$ cat src/pkg/chgreg_consts.vh
// Purpose: Constants for the charger status and control register block.
// Assumes: Avalon-MM word addressing, one 8-bit register per 32-bit word.
// Notes:   Offsets are printed register indices; byte address is four times.
`ifndef CHGREG_CONSTS_VH
`define CHGREG_CONSTS_VH

`define CHGREG_IDX_STATUS    4'h3
`define CHGREG_IDX_CONTROL   4'h4
`define CHGREG_IDX_IRQ_STAT  4'h8
`define CHGREG_IDX_IRQ_EN    4'h9
`define CHGREG_IDX_IRQ_CLR   4'ha

`define CHGREG_STATUS_RST    8'h00
`define CHGREG_CONTROL_RST   8'hb1
`define CHGREG_IRQ_EN_RST    8'h00

`define CHGREG_ST_THERMREG   7
`define CHGREG_ST_LOADPRIO   6
`define CHGREG_ST_THSUSP     5
`define CHGREG_ST_TERMCUR    4
`define CHGREG_ST_ACTIVE     3
`define CHGREG_ST_CHARGE_TIMEOUT_FLAG    2
`define CHGREG_ST_PRECHARGE_TIMEOUT_FLAG   1
`define CHGREG_ST_BATTERY_TEMP_FAULT_FLAG    0

`define CHGREG_CT_TIMER_HI   7
`define CHGREG_CT_TIMER_LO   6
`define CHGREG_CT_TMREN      5
`define CHGREG_CT_NTC        4
`define CHGREG_CT_RESTART    3
`define CHGREG_CT_TERMDIS    2
`define CHGREG_CT_SUSPEND    1
`define CHGREG_CT_CHGEN      0

`define CHGREG_HOURS_00      4'h4
`define CHGREG_HOURS_01      4'h5
`define CHGREG_HOURS_10      4'h6
`define CHGREG_HOURS_11      4'h8

`define CHGREG_SYNC_STAGES   2

`endif

$ cat src/rtl/chgreg_irq.v
// Purpose: Sticky event bits with enable and write-one-to-clear.
// Assumes: Events are single-cycle pulses on sys_clk.
// Notes:   A set in the same cycle as its clear wins, so no event is lost.
`timescale 1ns/1ns
`default_nettype none
module chgreg_irq #(
    parameter WIDTH = 8
) (
    input  wire             sys_clk,
    input  wire             rstn,
    input  wire             clkEn,
    input  wire [WIDTH-1:0] eventIn,
    input  wire [WIDTH-1:0] clearIn,
    input  wire [WIDTH-1:0] enableIn,
    output wire [WIDTH-1:0] stickyOut,
    output wire             irqNext
);
    reg  [WIDTH-1:0] sticky_ff;
    wire [WIDTH-1:0] nxt_sticky;
    genvar i;
    generate
        for (i = 0; i < WIDTH; i = i + 1) begin : gBit
            assign nxt_sticky[i] = eventIn[i] | (sticky_ff[i] & ~clearIn[i]);
        end
    endgenerate
    always @(posedge sys_clk or negedge rstn) begin
        if (!rstn) begin
            sticky_ff <= {WIDTH{1'b0}};
        end else if (clkEn) begin
            sticky_ff <= nxt_sticky;
        end
    end
    assign stickyOut = sticky_ff;
    // Computed from the next value so that the top's flop matches sticky timing.
    assign irqNext   = |(nxt_sticky & enableIn);
endmodule // chgreg_irq
`default_nettype wire

$ cat src/rtl/chgreg_sync.v
// Purpose: Two-flop synchroniser for a bank of asynchronous status levels.
// Assumes: Inputs are slow analog comparator levels.
// Notes:   The first stage is read only by the second stage.
`timescale 1ns/1ns
`default_nettype none
module chgreg_sync #(
    parameter WIDTH = 8
) (
    input  wire             sys_clk,
    input  wire             rstn,
    input  wire             clkEn,
    input  wire [WIDTH-1:0] asyncIn,
    output wire [WIDTH-1:0] syncOut
);
    reg [WIDTH-1:0] meta_ff;
    reg [WIDTH-1:0] sync_ff;
    genvar i;
    generate
        for (i = 0; i < WIDTH; i = i + 1) begin : gBit
            always @(posedge sys_clk or negedge rstn) begin
                if (!rstn) begin
                    meta_ff[i] <= 1'b0;
                    sync_ff[i] <= 1'b0;
                end else if (clkEn) begin
                    meta_ff[i] <= asyncIn[i];
                    sync_ff[i] <= meta_ff[i];
                end
            end
        end
    endgenerate
    assign syncOut = sync_ff;
endmodule // chgreg_sync
`default_nettype wire

$ cat src/rtl/chgreg_top.v
// Purpose: Charger status and control register bank on Avalon-MM.
// Assumes: Charger analog indications arrive asynchronously on pins.
// Notes:   Registers are 8 bits wide in the low byte of each 32-bit word.
// Notes on behaviour
// - status at index 0x03, resets to zero
// - bit 7 shows thermal current reduction
// - bit 6 shows load-priority loop active
// - bit 5 shows thermal charge suspend
// - bit 4 shows termination current crossed, stopped
// - bit 3 shows charger actively charging
// - bit 2 shows charge timer expired
// - bit 1 shows precharge timer expired
// - bit 0 shows sensor missing or temperature fault
// - control at index 0x04, resets to 0xb1
// - bits 7:6 pick safety timer hours
// - bit 5 enables both charge timers
// - bit 4 picks thermistor curve
// - bit 3 holds charger in reset
// - bit 2 disables current-based termination
// - bit 1 freezes timers without clearing
// - bit 0 enables the charger
`timescale 1ns/1ns
`default_nettype none
`include "chgreg_consts.vh"
module chgreg_top #(
    parameter ADDR_W = 4
) (
    input  wire              sys_clk,
    input  wire              rstn,
    input  wire              clkEn,
    input  wire [ADDR_W-1:0] avsAddress,
    input  wire              avsRead,
    input  wire              avsWrite,
    input  wire [31:0]       avsWritedata,
    input  wire [3:0]        avsByteenable,
    output reg  [31:0]       avsReaddata,
    output reg               avsWaitrequest,
    output reg  [1:0]        avsResponse,
    input  wire              thermalRegPin,
    input  wire              loadPrioPin,
    input  wire              thermalSuspPin,
    input  wire              termCurrentPin,
    input  wire              chargingPin,
    input  wire              chgTimeoutPin,
    input  wire              pchgTimeoutPin,
    input  wire              battTempFaultPin,
    output reg  [1:0]        safetyTimerSel,
    output reg  [3:0]        safetyTimerHours,
    output reg               safetyTimersEnable,
    output reg               thermistorTypeSelect,
    output reg               chargerReset,
    output reg               termDisable,
    output reg               timerSuspend,
    output reg               chargerEnable,
    output reg               irq
);
    localparam ST_IDLE = 2'b01;
    localparam ST_DONE = 2'b10;

    reg  [1:0]  state_ff;
    reg  [7:0]  status_ff;
    reg  [7:0]  control_ff;
    reg  [7:0]  irqEn_ff;
    reg  [7:0]  prevStatus_ff;
    wire [7:0]  statusRaw;
    wire [7:0]  sticky;
    wire [7:0]  rises;
    wire        irqNext;
    reg  [7:0]  clearPulse;
    reg  [31:0] nxt_readdata;
    reg  [1:0]  nxt_response;
    reg  [3:0]  nxt_hours;

    wire req    = avsRead | avsWrite;
    wire acking = (state_ff == ST_IDLE) & req;
    wire wrLow  = acking & avsWrite & avsByteenable[0];

    chgreg_sync #(
        .WIDTH (8)
    ) uSync (
        .sys_clk (sys_clk),
        .rstn    (rstn),
        .clkEn   (clkEn),
        .asyncIn ({thermalRegPin, loadPrioPin, thermalSuspPin, termCurrentPin,
                   chargingPin, chgTimeoutPin, pchgTimeoutPin, battTempFaultPin}),
        .syncOut (statusRaw)
    );

    // Status mirrors live conditions; no read or write alters it.
    always @(posedge sys_clk or negedge rstn) begin
        if (!rstn) begin
            status_ff     <= `CHGREG_STATUS_RST;
            prevStatus_ff <= `CHGREG_STATUS_RST;
        end else if (clkEn) begin
            status_ff[`CHGREG_ST_THERMREG] <= statusRaw[7];
            status_ff[`CHGREG_ST_LOADPRIO] <= statusRaw[6];
            status_ff[`CHGREG_ST_THSUSP]   <= statusRaw[5];
            status_ff[`CHGREG_ST_TERMCUR]  <= statusRaw[4];
            status_ff[`CHGREG_ST_ACTIVE]   <= statusRaw[3];
            status_ff[`CHGREG_ST_CHARGE_TIMEOUT_FLAG]  <= statusRaw[2];
            status_ff[`CHGREG_ST_PRECHARGE_TIMEOUT_FLAG] <= statusRaw[1];
            status_ff[`CHGREG_ST_BATTERY_TEMP_FAULT_FLAG]  <= statusRaw[0];
            prevStatus_ff <= status_ff;
        end
    end

    // Each rising status flag is an interrupt event.
    assign rises = status_ff & ~prevStatus_ff;

    always @* begin
        clearPulse = 8'h00;
        if (wrLow && avsAddress == `CHGREG_IDX_IRQ_CLR) begin
            clearPulse = avsWritedata[7:0];
        end
    end

    chgreg_irq #(
        .WIDTH (8)
    ) uIrq (
        .sys_clk   (sys_clk),
        .rstn      (rstn),
        .clkEn     (clkEn),
        .eventIn   (rises),
        .clearIn   (clearPulse),
        .enableIn  (irqEn_ff),
        .stickyOut (sticky),
        .irqNext   (irqNext)
    );

    always @(posedge sys_clk or negedge rstn) begin
        if (!rstn) begin
            control_ff <= `CHGREG_CONTROL_RST;
            irqEn_ff   <= `CHGREG_IRQ_EN_RST;
        end else if (clkEn && wrLow) begin
            // Writes to the status index fall through and are dropped.
            if (avsAddress == `CHGREG_IDX_CONTROL) begin
                control_ff <= avsWritedata[7:0];
            end
            if (avsAddress == `CHGREG_IDX_IRQ_EN) begin
                irqEn_ff <= avsWritedata[7:0];
            end
        end
    end

    always @* begin
        nxt_readdata = 32'h0000_0000;
        nxt_response = 2'b00;
        case (avsAddress)
            `CHGREG_IDX_STATUS:   nxt_readdata[7:0] = status_ff;
            `CHGREG_IDX_CONTROL:  nxt_readdata[7:0] = control_ff;
            `CHGREG_IDX_IRQ_STAT: nxt_readdata[7:0] = sticky;
            `CHGREG_IDX_IRQ_EN:   nxt_readdata[7:0] = irqEn_ff;
            `CHGREG_IDX_IRQ_CLR:  nxt_readdata[7:0] = 8'h00;
            default:              nxt_response = 2'b11;
        endcase
    end

    // One wait cycle: waitrequest drops in the cycle after the request appears.
    always @(posedge sys_clk or negedge rstn) begin
        if (!rstn) begin
            state_ff       <= ST_IDLE;
            avsWaitrequest <= 1'b1;
            avsReaddata    <= 32'h0000_0000;
            avsResponse    <= 2'b00;
        end else if (clkEn) begin
            case (state_ff)
                ST_IDLE: begin
                    if (req) begin
                        state_ff       <= ST_DONE;
                        avsWaitrequest <= 1'b0;
                        avsReaddata    <= avsRead ? nxt_readdata : 32'h0000_0000;
                        avsResponse    <= nxt_response;
                    end
                end
                ST_DONE: begin
                    state_ff       <= ST_IDLE;
                    avsWaitrequest <= 1'b1;
                    avsResponse    <= 2'b00;
                end
                default: begin
                    state_ff       <= ST_IDLE;
                    avsWaitrequest <= 1'b1;
                end
            endcase
        end
    end

    always @* begin
        case (control_ff[`CHGREG_CT_TIMER_HI:`CHGREG_CT_TIMER_LO])
            2'b00:   nxt_hours = `CHGREG_HOURS_00;
            2'b01:   nxt_hours = `CHGREG_HOURS_01;
            2'b10:   nxt_hours = `CHGREG_HOURS_10;
            default: nxt_hours = `CHGREG_HOURS_11;
        endcase
    end

    // Control outputs are flopped once more so every output is a register.
    always @(posedge sys_clk or negedge rstn) begin
        if (!rstn) begin
            safetyTimerSel       <= 2'b10;
            safetyTimerHours     <= `CHGREG_HOURS_10;
            safetyTimersEnable   <= 1'b1;
            thermistorTypeSelect <= 1'b1;
            chargerReset         <= 1'b0;
            termDisable          <= 1'b0;
            timerSuspend         <= 1'b0;
            chargerEnable        <= 1'b1;
            irq                  <= 1'b0;
        end else if (clkEn) begin
            safetyTimerSel       <= control_ff[`CHGREG_CT_TIMER_HI:`CHGREG_CT_TIMER_LO];
            safetyTimerHours     <= nxt_hours;
            safetyTimersEnable   <= control_ff[`CHGREG_CT_TMREN];
            thermistorTypeSelect <= control_ff[`CHGREG_CT_NTC];
            chargerReset         <= control_ff[`CHGREG_CT_RESTART];
            termDisable          <= control_ff[`CHGREG_CT_TERMDIS];
            timerSuspend         <= control_ff[`CHGREG_CT_SUSPEND];
            chargerEnable        <= control_ff[`CHGREG_CT_CHGEN];
            irq                  <= irqNext;
        end
    end
endmodule // chgreg_top
`default_nettype wire

$ cat config.mk
export PLATFORM = sky130hd
export DESIGN_NAME = chgreg_top
export DESIGN_NICKNAME = d
export VERILOG_FILES = /design/src/rtl/chgreg_irq.v /design/src/rtl/chgreg_sync.v /design/src/rtl/chgreg_top.v
export VERILOG_INCLUDE_DIRS = /design/src /design/src/pkg
export SDC_FILE = /design/constraint.sdc
export NUM_CORES = 1
export LEC_CHECK = 0
export CAP_MARGIN = 25
export CORE_MARGIN = 3
export CORE_UTILIZATION = 65
export DETAILED_ROUTE_END_ITERATION = 16
export DONT_BUFFER_PORTS = 1
export PLACE_DENSITY_LB_ADDON = 0.3
export SLEW_MARGIN = 20
export SYNTH_ARGS = -nofsm -noshare
export SYNTH_HDL_FRONTEND = slang
export SYNTH_SLANG_ARGS = --single-unit
$ cat constraint.sdc
create_clock -name sys_clk -period 4.43 [get_ports sys_clk]
set_input_delay 0.886 -clock sys_clk [delete_from_list [all_inputs] [get_ports sys_clk]]
set_output_delay 0.886 -clock sys_clk [all_outputs]
set_load 0.05 [all_outputs]
==> qor_table.md, run 1 <==
| Result | This run | Unit |
| --- | --- | --- |
| Number of gates resized after CTS | 0 | - |
| Static leakage | 0.00174 | uW |
| Path category of the worst min-delay check | input port to asynchronous set/reset pin | - |
| Achievable frequency | 444 | MHz |
| Final Max Tran Viols | 0 | - |
| Delay of the slowest critical-path stage | 740 | ps |
| Finish-stage setup viols | 0 | - |
| Sort of element at the end of the critical path | register | - |
| Starting density of the core | 0.676 | - |
| Final min period | 2250 | ps |
| Area enclosed by the die boundary | 6710 | um^2 |
| Required arrival time at the worst endpoint | 4670 | ps |
| Origin of the worst setup path | state_ff[0] | - |
| Worst-case clock skew | 6.02 | ps |
| Crit Reg-Reg Startpoint | state_ff[0] | - |
| Clock slew at reported path FFs | 80 | ps |
| ANT nets after route | 0 | - |
| Chip width | 81.9 | um |
| DRT Wirelength | 7.02 | mm |
| HPWL after detailed placement | 4.55 | mm |
| Worst path slowest cell | sky130_fd_sc_hd__dfstp_2 | - |
| CP cell instances | and4b_1 -> nand3_1 -> nor2_1 -> nand2_1 -> a22o_1 | - |
| Max FO, Critical Path | 8 | - |
| Largest net degree at the start of global routing | 81 | - |
| Actual slew at the worst max-slew pin | 890 | ps |
| Run status | finished clean | - |
| P&R area growth vs syn | 4.74 | % |
| Sequential fraction of the synthesis area | 0.538 | - |
| Number of storage elements in the synthesis netlist | 80 | - |
| Hold WS | 222 | ps |
| Depth of the CTS H-tree | 3 | - |
| Final weighted congestion of routability-driven global placement | 0.847 | - |
| Remaining global-route overflow | 0 | - |
| Placed instance count | 359 | - |
| Count of input and output buffers | 0 | - |
| DR pass1 iterations | 4 | - |
| Top cell type by total area after synthesis | sky130_fd_sc_hd__dfrtp_1 | - |
| Count of hold-fix buffers inserted at cts | 0 | - |
| Netlist cell types | 39 | - |
| Number of synthesized flops with an enable pin | 0 | - |
| Top_reg_cell synth | sky130_fd_sc_hd__dfrtp_1 | - |
| Post-CTS Repair Setup Buffers | 0 | - |
| Dominant cells by area after synthesis | sky130_fd_sc_hd__dfrtp_1, sky130_fd_sc_hd__mux2_2, sky130_fd_sc_hd__dfstp_2 | - |
| Kind of critical path | register to register | - |
| Clock Tree Root | sky130_fd_sc_hd__clkbuf_8 | - |
| Number of core rows | 27 | - |
| Post-layout net count | 351 | - |
| Number of non-filler instances in the completed layout | 375 | - |
| Iteration-0 DRC Markers | 160 | - |
| First-pass GRT wire length | 11.4 | mm |
| Via count | 2265 | - |
| Fill cell count | 413 | - |
| Yosys synthesis warning count | 0 | - |
| Cell area after synthesis | 3740 | um^2 |
| Final Cycle Share | 0.509 | - |
| Nature of the critical path startpoint | register | - |
| Syn avg cell area | 12.5 | um^2 |
| Number of global-route vias before repair | 2292 | - |
| Vias per std cell | 6.04 | - |
| Power density cells | 478 | nW/um^2 |
| Number of remaining DRC errors | 0 | - |
| Clock Latency Late Sink | 350 | ps |
| Y dimension of the die | 81.9 | um |
| Share of the synthesized area in the top cell type | 0.461 | - |
| Post-synthesis cell count | 299 | - |
| Max-cap viol count | 0 | - |
| R2r setup slk | 2180 | ps |
| Finished layout cell area | 3920 | um^2 |
| R2R Path End | uIrq.stickyOut[7] | - |
| Setup repair after global routing missed its margin | false | - |
| Sum of negative setup slack | 0 | ps |
| CTS tree | done | - |
| Num Clock Sinks | 80 | - |
| Peak supply drop | 0.293 | mV |
| Leading cell type in the layout, fill and taps excluded | sky130_fd_sc_hd__dfrtp_1 | - |
| Ys async rst share | 1.00 | - |
| Wirelength per Cell | 18.7 | um |
| Number of antenna violations at the first check in global routing | 0 | - |
| Max transition margin | 0.407 | - |
| Share of the core filled with cells in the final layout | 0.708 | - |
| Number of hold-slack violations in the final timing report | 0 | - |
| Worst Path Arrival | 2500 | ps |
| Count of pins on the block boundary | 101 | - |
| Share of layout cells above drive strength 1 | 0.297 | - |
| Area after detailed placement | 3690 | um^2 |
| Number of clock buffers inserted by TritonCTS | 9 | - |
| Aggregate global-route resource usage | 0.233 | - |
| ANT cells | 0 | - |
| Clock buffer depth | 2 | - |
| Core Footprint | 5540 | um^2 |
| Most frequent cells in the layout | sky130_fd_sc_hd__dfrtp_1, sky130_fd_sc_hd__mux2_2, sky130_fd_sc_hd__conb_1 | - |
| Number of cells on the worst reg-to-reg path | 5 | - |
per-layer routing:
layer | part of all wire | GRT usage | vias to the layer above
met4 | 0.020 | 0.0997 | 0
met3 | 0.067 | 0.0603 | 13
li1 | - | - | 1037
met1 | 0.44 | 0.315 | 1138
met5 | 0 | 0 | -
met2 | 0.48 | 0.356 | 77
cells in the mapped netlist (2+ instances only):
library cell / n
sky130_fd_sc_hd__dfrtp_1: 69
sky130_fd_sc_hd__mux2_2: 56
sky130_fd_sc_hd__buf_4: 26
sky130_fd_sc_hd__o21ai_0: 21
sky130_fd_sc_hd__a22oi_1: 16
sky130_fd_sc_hd__nor2b_1: 16
sky130_fd_sc_hd__dfstp_2: 11
sky130_fd_sc_hd__a211oi_1: 8
sky130_fd_sc_hd__a21o_1: 8
sky130_fd_sc_hd__a22o_1: 8
sky130_fd_sc_hd__nand2_1: 8
sky130_fd_sc_hd__buf_1: 5
sky130_fd_sc_hd__inv_1: 5
sky130_fd_sc_hd__nand3b_1: 4
sky130_fd_sc_hd__nor2_1: 4
sky130_fd_sc_hd__a21oi_1: 3
sky130_fd_sc_hd__clkbuf_1: 3
sky130_fd_sc_hd__nand3_1: 3
sky130_fd_sc_hd__nand4_1: 3
sky130_fd_sc_hd__nor3b_1: 2
sky130_fd_sc_hd__o21a_1: 2
worst max-delay path, delay by kind of cell (launching register included):
kind,cells,cell delay [ps]
AOI/OAI and AO/OA,1,200
DFF,1,740
and+or+nand+nor,4,1200
power breakdown:
group / leakage [uW] / switching, uW / internal [uW]
sequential: 0.000954 / 183 / 837
combinational: 0.000665 / 116 / 104
clock: 0.000116 / 263 / 373
total: 0.00174 / 562 / 1310
worst max-delay path by stage:
stage / slack, ps / to / cells past startpoint
2_1_floorplan: 2320 / control_ff[1] / 5
3_3_place_gp: 2130 / uIrq.stickyOut[6] / 5
3_5_place_dp: 2080 / uIrq.stickyOut[7] / 5
4_1_cts: 2170 / uIrq.stickyOut[7] / 5
5_1_grt: 2060 / uIrq.stickyOut[7] / 5
6_report: 2180 / uIrq.stickyOut[7] / 5
cell type report:
| class | instances | area (um^2) | share of cell area |
|---|---|---|---|
| clock inverters | 6 | 108 | 0.0274 |
| repair buffers | 1 | 7.51 | 0.00191 |
| clock buffers | 10 | 128 | 0.0325 |
| multi-input cells | 201 | 1560 | 0.396 |
| well taps | 72 | 90.1 | 0.0230 |
| flip-flops and latches | 80 | 2020 | 0.514 |
| inverters | 5 | 18.8 | 0.00478 |
cell families after synthesis:
kind of cell,share of synthesized area
AO/OA/AOI/OAI,0.129
flip-flops,0.538
multiplexers,0.168
other,0.00100
AND/OR/NAND/NOR,0.0936
buffers and inverters,0.0695
metrics by stage:
stage	setup slack, ps	total power (uW)
final	2180	1880
after detailed placement	2080	1250
after global routing	2060	1950
after global placement	2130	1240
after CTS	2170	1880
after floorplan	2320	1230
registers in the layout, indices dropped and copies added, names as in the netlist, 2 cells and up:
name and cells:
control_ff 8, state_ff 2, avsReaddata 8, uSync.syncOut 8
status_ff 8, irqEn_ff 8, uIrq.stickyOut 8, prevStatus_ff 8
safetyTimerSel 2, safetyTimerHours 4, uSync.meta_ff 8
Note: power is estimated with default switching activity, not from simulation.
==> inputs of run 2 (changes only) <==
--- a/config.mk
+++ b/config.mk
@@ -8,7 +8,7 @@
 export LEC_CHECK = 0
 export CAP_MARGIN = 25
 export CORE_MARGIN = 3
-export CORE_UTILIZATION = 65
+export CORE_UTILIZATION = 63
 export DETAILED_ROUTE_END_ITERATION = 16
 export DONT_BUFFER_PORTS = 1
 export PLACE_DENSITY_LB_ADDON = 0.3
==> constraint.sdc (replaced) <==
create_clock -name sys_clk -period 2.3 [get_ports sys_clk]
set_input_delay 0.46 -clock sys_clk [delete_from_list [all_inputs] [get_ports sys_clk]]
set_output_delay 0.46 -clock sys_clk [all_outputs]
set_load 0.05 [all_outputs]
==> run 2 against run 1 <==
Net effect: sequential share of layout area fell by 1.2 points; worst hold slack worse by 220 ps; total power grew 100%; count of clock-buffer cells in the layout fell by 1; critical path type unchanged; fmax grew 41%; core utilization increased by 0.41 points.
==> qor_table.md, run 2 (same netlist as run 1, synthesis figures left out) <==
| Result | This run | Unit |
| --- | --- | --- |
| Run status | finished clean | - |
| Final min period | 1590 | ps |
| Max FO, Critical Path | 8 | - |
| Most frequent cells in the layout | sky130_fd_sc_hd__dfrtp_1, sky130_fd_sc_hd__mux2_2, sky130_fd_sc_hd__conb_1 | - |
| Proportion of power drawn by the clock network | 0.356 | - |
| Relative contribution of combinational cells to total power | 0.148 | - |
| Fraction of power spent switching nets | 0.294 | - |
| ANT nets after route | 0 | - |
| DRT Wirelength | 6.84 | mm |
| Area enclosed by the die boundary | 6910 | um^2 |
| Achievable frequency | 628 | MHz |
| Count of input and output buffers | 0 | - |
| Actual slew at the worst max-slew pin | 788 | ps |
| Number of core rows | 27 | - |
| Crit Reg-Reg Startpoint | state_ff[0] | - |
| WP buf/inv | 1 | - |
| Iteration-0 DRC Markers | 184 | - |
| ANT cells | 0 | - |
| CP cell instances | and4b_1 -> nand3_1 -> nor2_1 -> buf_4 -> nand2_1 -> a22o_1 | - |
| Remaining global-route overflow | 0 | - |
| Setup repair after global routing missed its margin | false | - |
| Sort of element at the end of the critical path | register | - |
| Part of the total power dissipated in sequential elements | 0.496 | - |
| Y dimension of the die | 83.1 | um |
| Total routed wire length on the met1 layer | 2.97 | mm |
| Static leakage | 0.00179 | uW |
| Switching power total | 1110 | uW |
| Clock Tree Root | sky130_fd_sc_hd__clkbuf_8 | - |
| Number of hold-slack violations in the final timing report | 0 | - |
| Final Cycle Share | 0.693 | - |
| Met3 WL post-DR | 463 | um |
| Aggregate global-route resource usage | 0.209 | - |
| Peak supply drop | 0.651 | mV |
| Sum of negative setup slack | 0 | ps |
| Worst-case clock skew | 8.76 | ps |
| Origin of the worst setup path | state_ff[0] | - |
| Leading cell type in the layout, fill and taps excluded | sky130_fd_sc_hd__dfrtp_1 | - |
| CTS tree | done | - |
| Max transition margin | 0.471 | - |
| Final weighted congestion of routability-driven global placement | 0.844 | - |
| First-pass GRT wire length | 11.4 | mm |
| Worst Path Arrival | 1830 | ps |
| Met2 wirelength from detailed routing | 3.30 | mm |
| Count of pins on the block boundary | 101 | - |
| Uppermost metal layer occupied by signal nets | met4 | - |
| Wirelength per Cell | 17.9 | um |
| Vias per std cell | 5.94 | - |
| HPWL after detailed placement | 4.47 | mm |
| R2r setup slk | 710 | ps |
| Nature of the critical path startpoint | register | - |
| Depth of the CTS H-tree | 3 | - |
| Max-cap viol count | 0 | - |
| Worst path slowest cell | sky130_fd_sc_hd__dfstp_2 | - |
| Share of layout cells above drive strength 1 | 0.314 | - |
| Hold WS | 0.405 | ps |
| Largest net degree at the start of global routing | 81 | - |
| Clock slew at reported path FFs | 80 | ps |
| Power density cells | 940 | nW/um^2 |
| R2R Path End | uIrq.stickyOut[4] | - |
| Path category of the worst min-delay check | input port to asynchronous set/reset pin | - |
| Clock buffer depth | 2 | - |
| Number of antenna violations at the first check in global routing | 0 | - |
| Required arrival time at the worst endpoint | 2530 | ps |
| Number of remaining DRC errors | 0 | - |
| Family with the most delay on the worst path | simple AND/OR/NAND/NOR gates | - |
| Clock Latency Late Sink | 350 | ps |
| Post-layout net count | 357 | - |
| Number of cells on the worst reg-to-reg path | 6 | - |
| Num Clock Sinks | 80 | - |
| Final Max Tran Viols | 0 | - |
| Delay of the slowest critical-path stage | 530 | ps |
| Starting density of the core | 0.664 | - |
| Kind of critical path | register to register | - |
| Via count | 2264 | - |
| Chip width | 83.1 | um |
| Number of clock buffers inserted by TritonCTS | 9 | - |
| Int Power | 2670 | uW |
| Finish-stage setup viols | 0 | - |
| P&R area growth vs syn | 7.28 | % |
| DR pass1 iterations | 4 | - |
| Number of global-route vias before repair | 2229 | - |
| Core Footprint | 5640 | um^2 |
-- run 2: changes by cell type in the layout (fill, tap and decap cells not counted) --
cell,previous run,this run
sky130_fd_sc_hd__buf_4,1,6
sky130_fd_sc_hd__inv_6,0,1
sky130_fd_sc_hd__clkbuf_1,1,0
sky130_fd_sc_hd__bufinv_16,3,4
sky130_fd_sc_hd__buf_16,0,1
sky130_fd_sc_hd__clkinv_2,2,1
-- run 2: power by group through the flow --
| stage | Clock [uW] | Combinational, uW | Sequential (uW) |
|---|---|---|---|
| detailed placement | 0 | 529 | 1900 |
| global route | 1430 | 609 | 1900 |
| CTS | 1360 | 532 | 1870 |
| global placement | 0 | 515 | 1890 |
| finish | 1340 | 560 | 1880 |
| floorplan | 0 | 474 | 1900 |
-- run 2: cell type report --
| type | instances | area (um^2) |
|---|---|---|
| clock buffer | 9 | 124 |
| inverter | 5 | 18.8 |
| sequential | 80 | 2020 |
| tap | 72 | 90.1 |
| fill | 405 | 1620 |
| multi-input combinational | 201 | 1560 |
| clock inverter | 7 | 141 |
| timing repair buffer | 7 | 72.6 |
-- run 2: per-stage QoR --
step                 util  total power (uW)  setup WS (ps)  std cells  area, um^2
floorplan               -              2380            495        322        3830
global placement    0.660              2410            546        364        3720
detailed placement  0.660              2430            501        364        3720
CTS                 0.707              3770            700        380        3990
global route        0.712              3950            627        381        4020
finish              0.712              3780            707        381        4020
-- run 2: timing repair --
| item | CTS | global route |
|---|---|---|
| buffers inserted | 0 | 0 |
| gates resized for setup | 0 | 0 |
| hold endpoints to repair | 80 | 80 |
-- run 2: worst max-delay path by stage --
stage,endpoint,cells past startpoint
finish,uIrq.stickyOut[4],6
global route,uIrq.stickyOut[6],6
CTS,uIrq.stickyOut[6],6
detailed placement,avsReaddata[2],5
global placement,avsReaddata[2],5
floorplan,uIrq.stickyOut[0],5
-- run 2: routing by layer --
| layer | vias to the layer above | global-route usage |
|---|---|---|
| li1 | 1048 | - |
| met1 | 1122 | 0.278 |
| met2 | 82 | 0.319 |
| met3 | 12 | 0.0665 |
| met4 | 0 | 0.0847 |
| met5 | - | 0 |
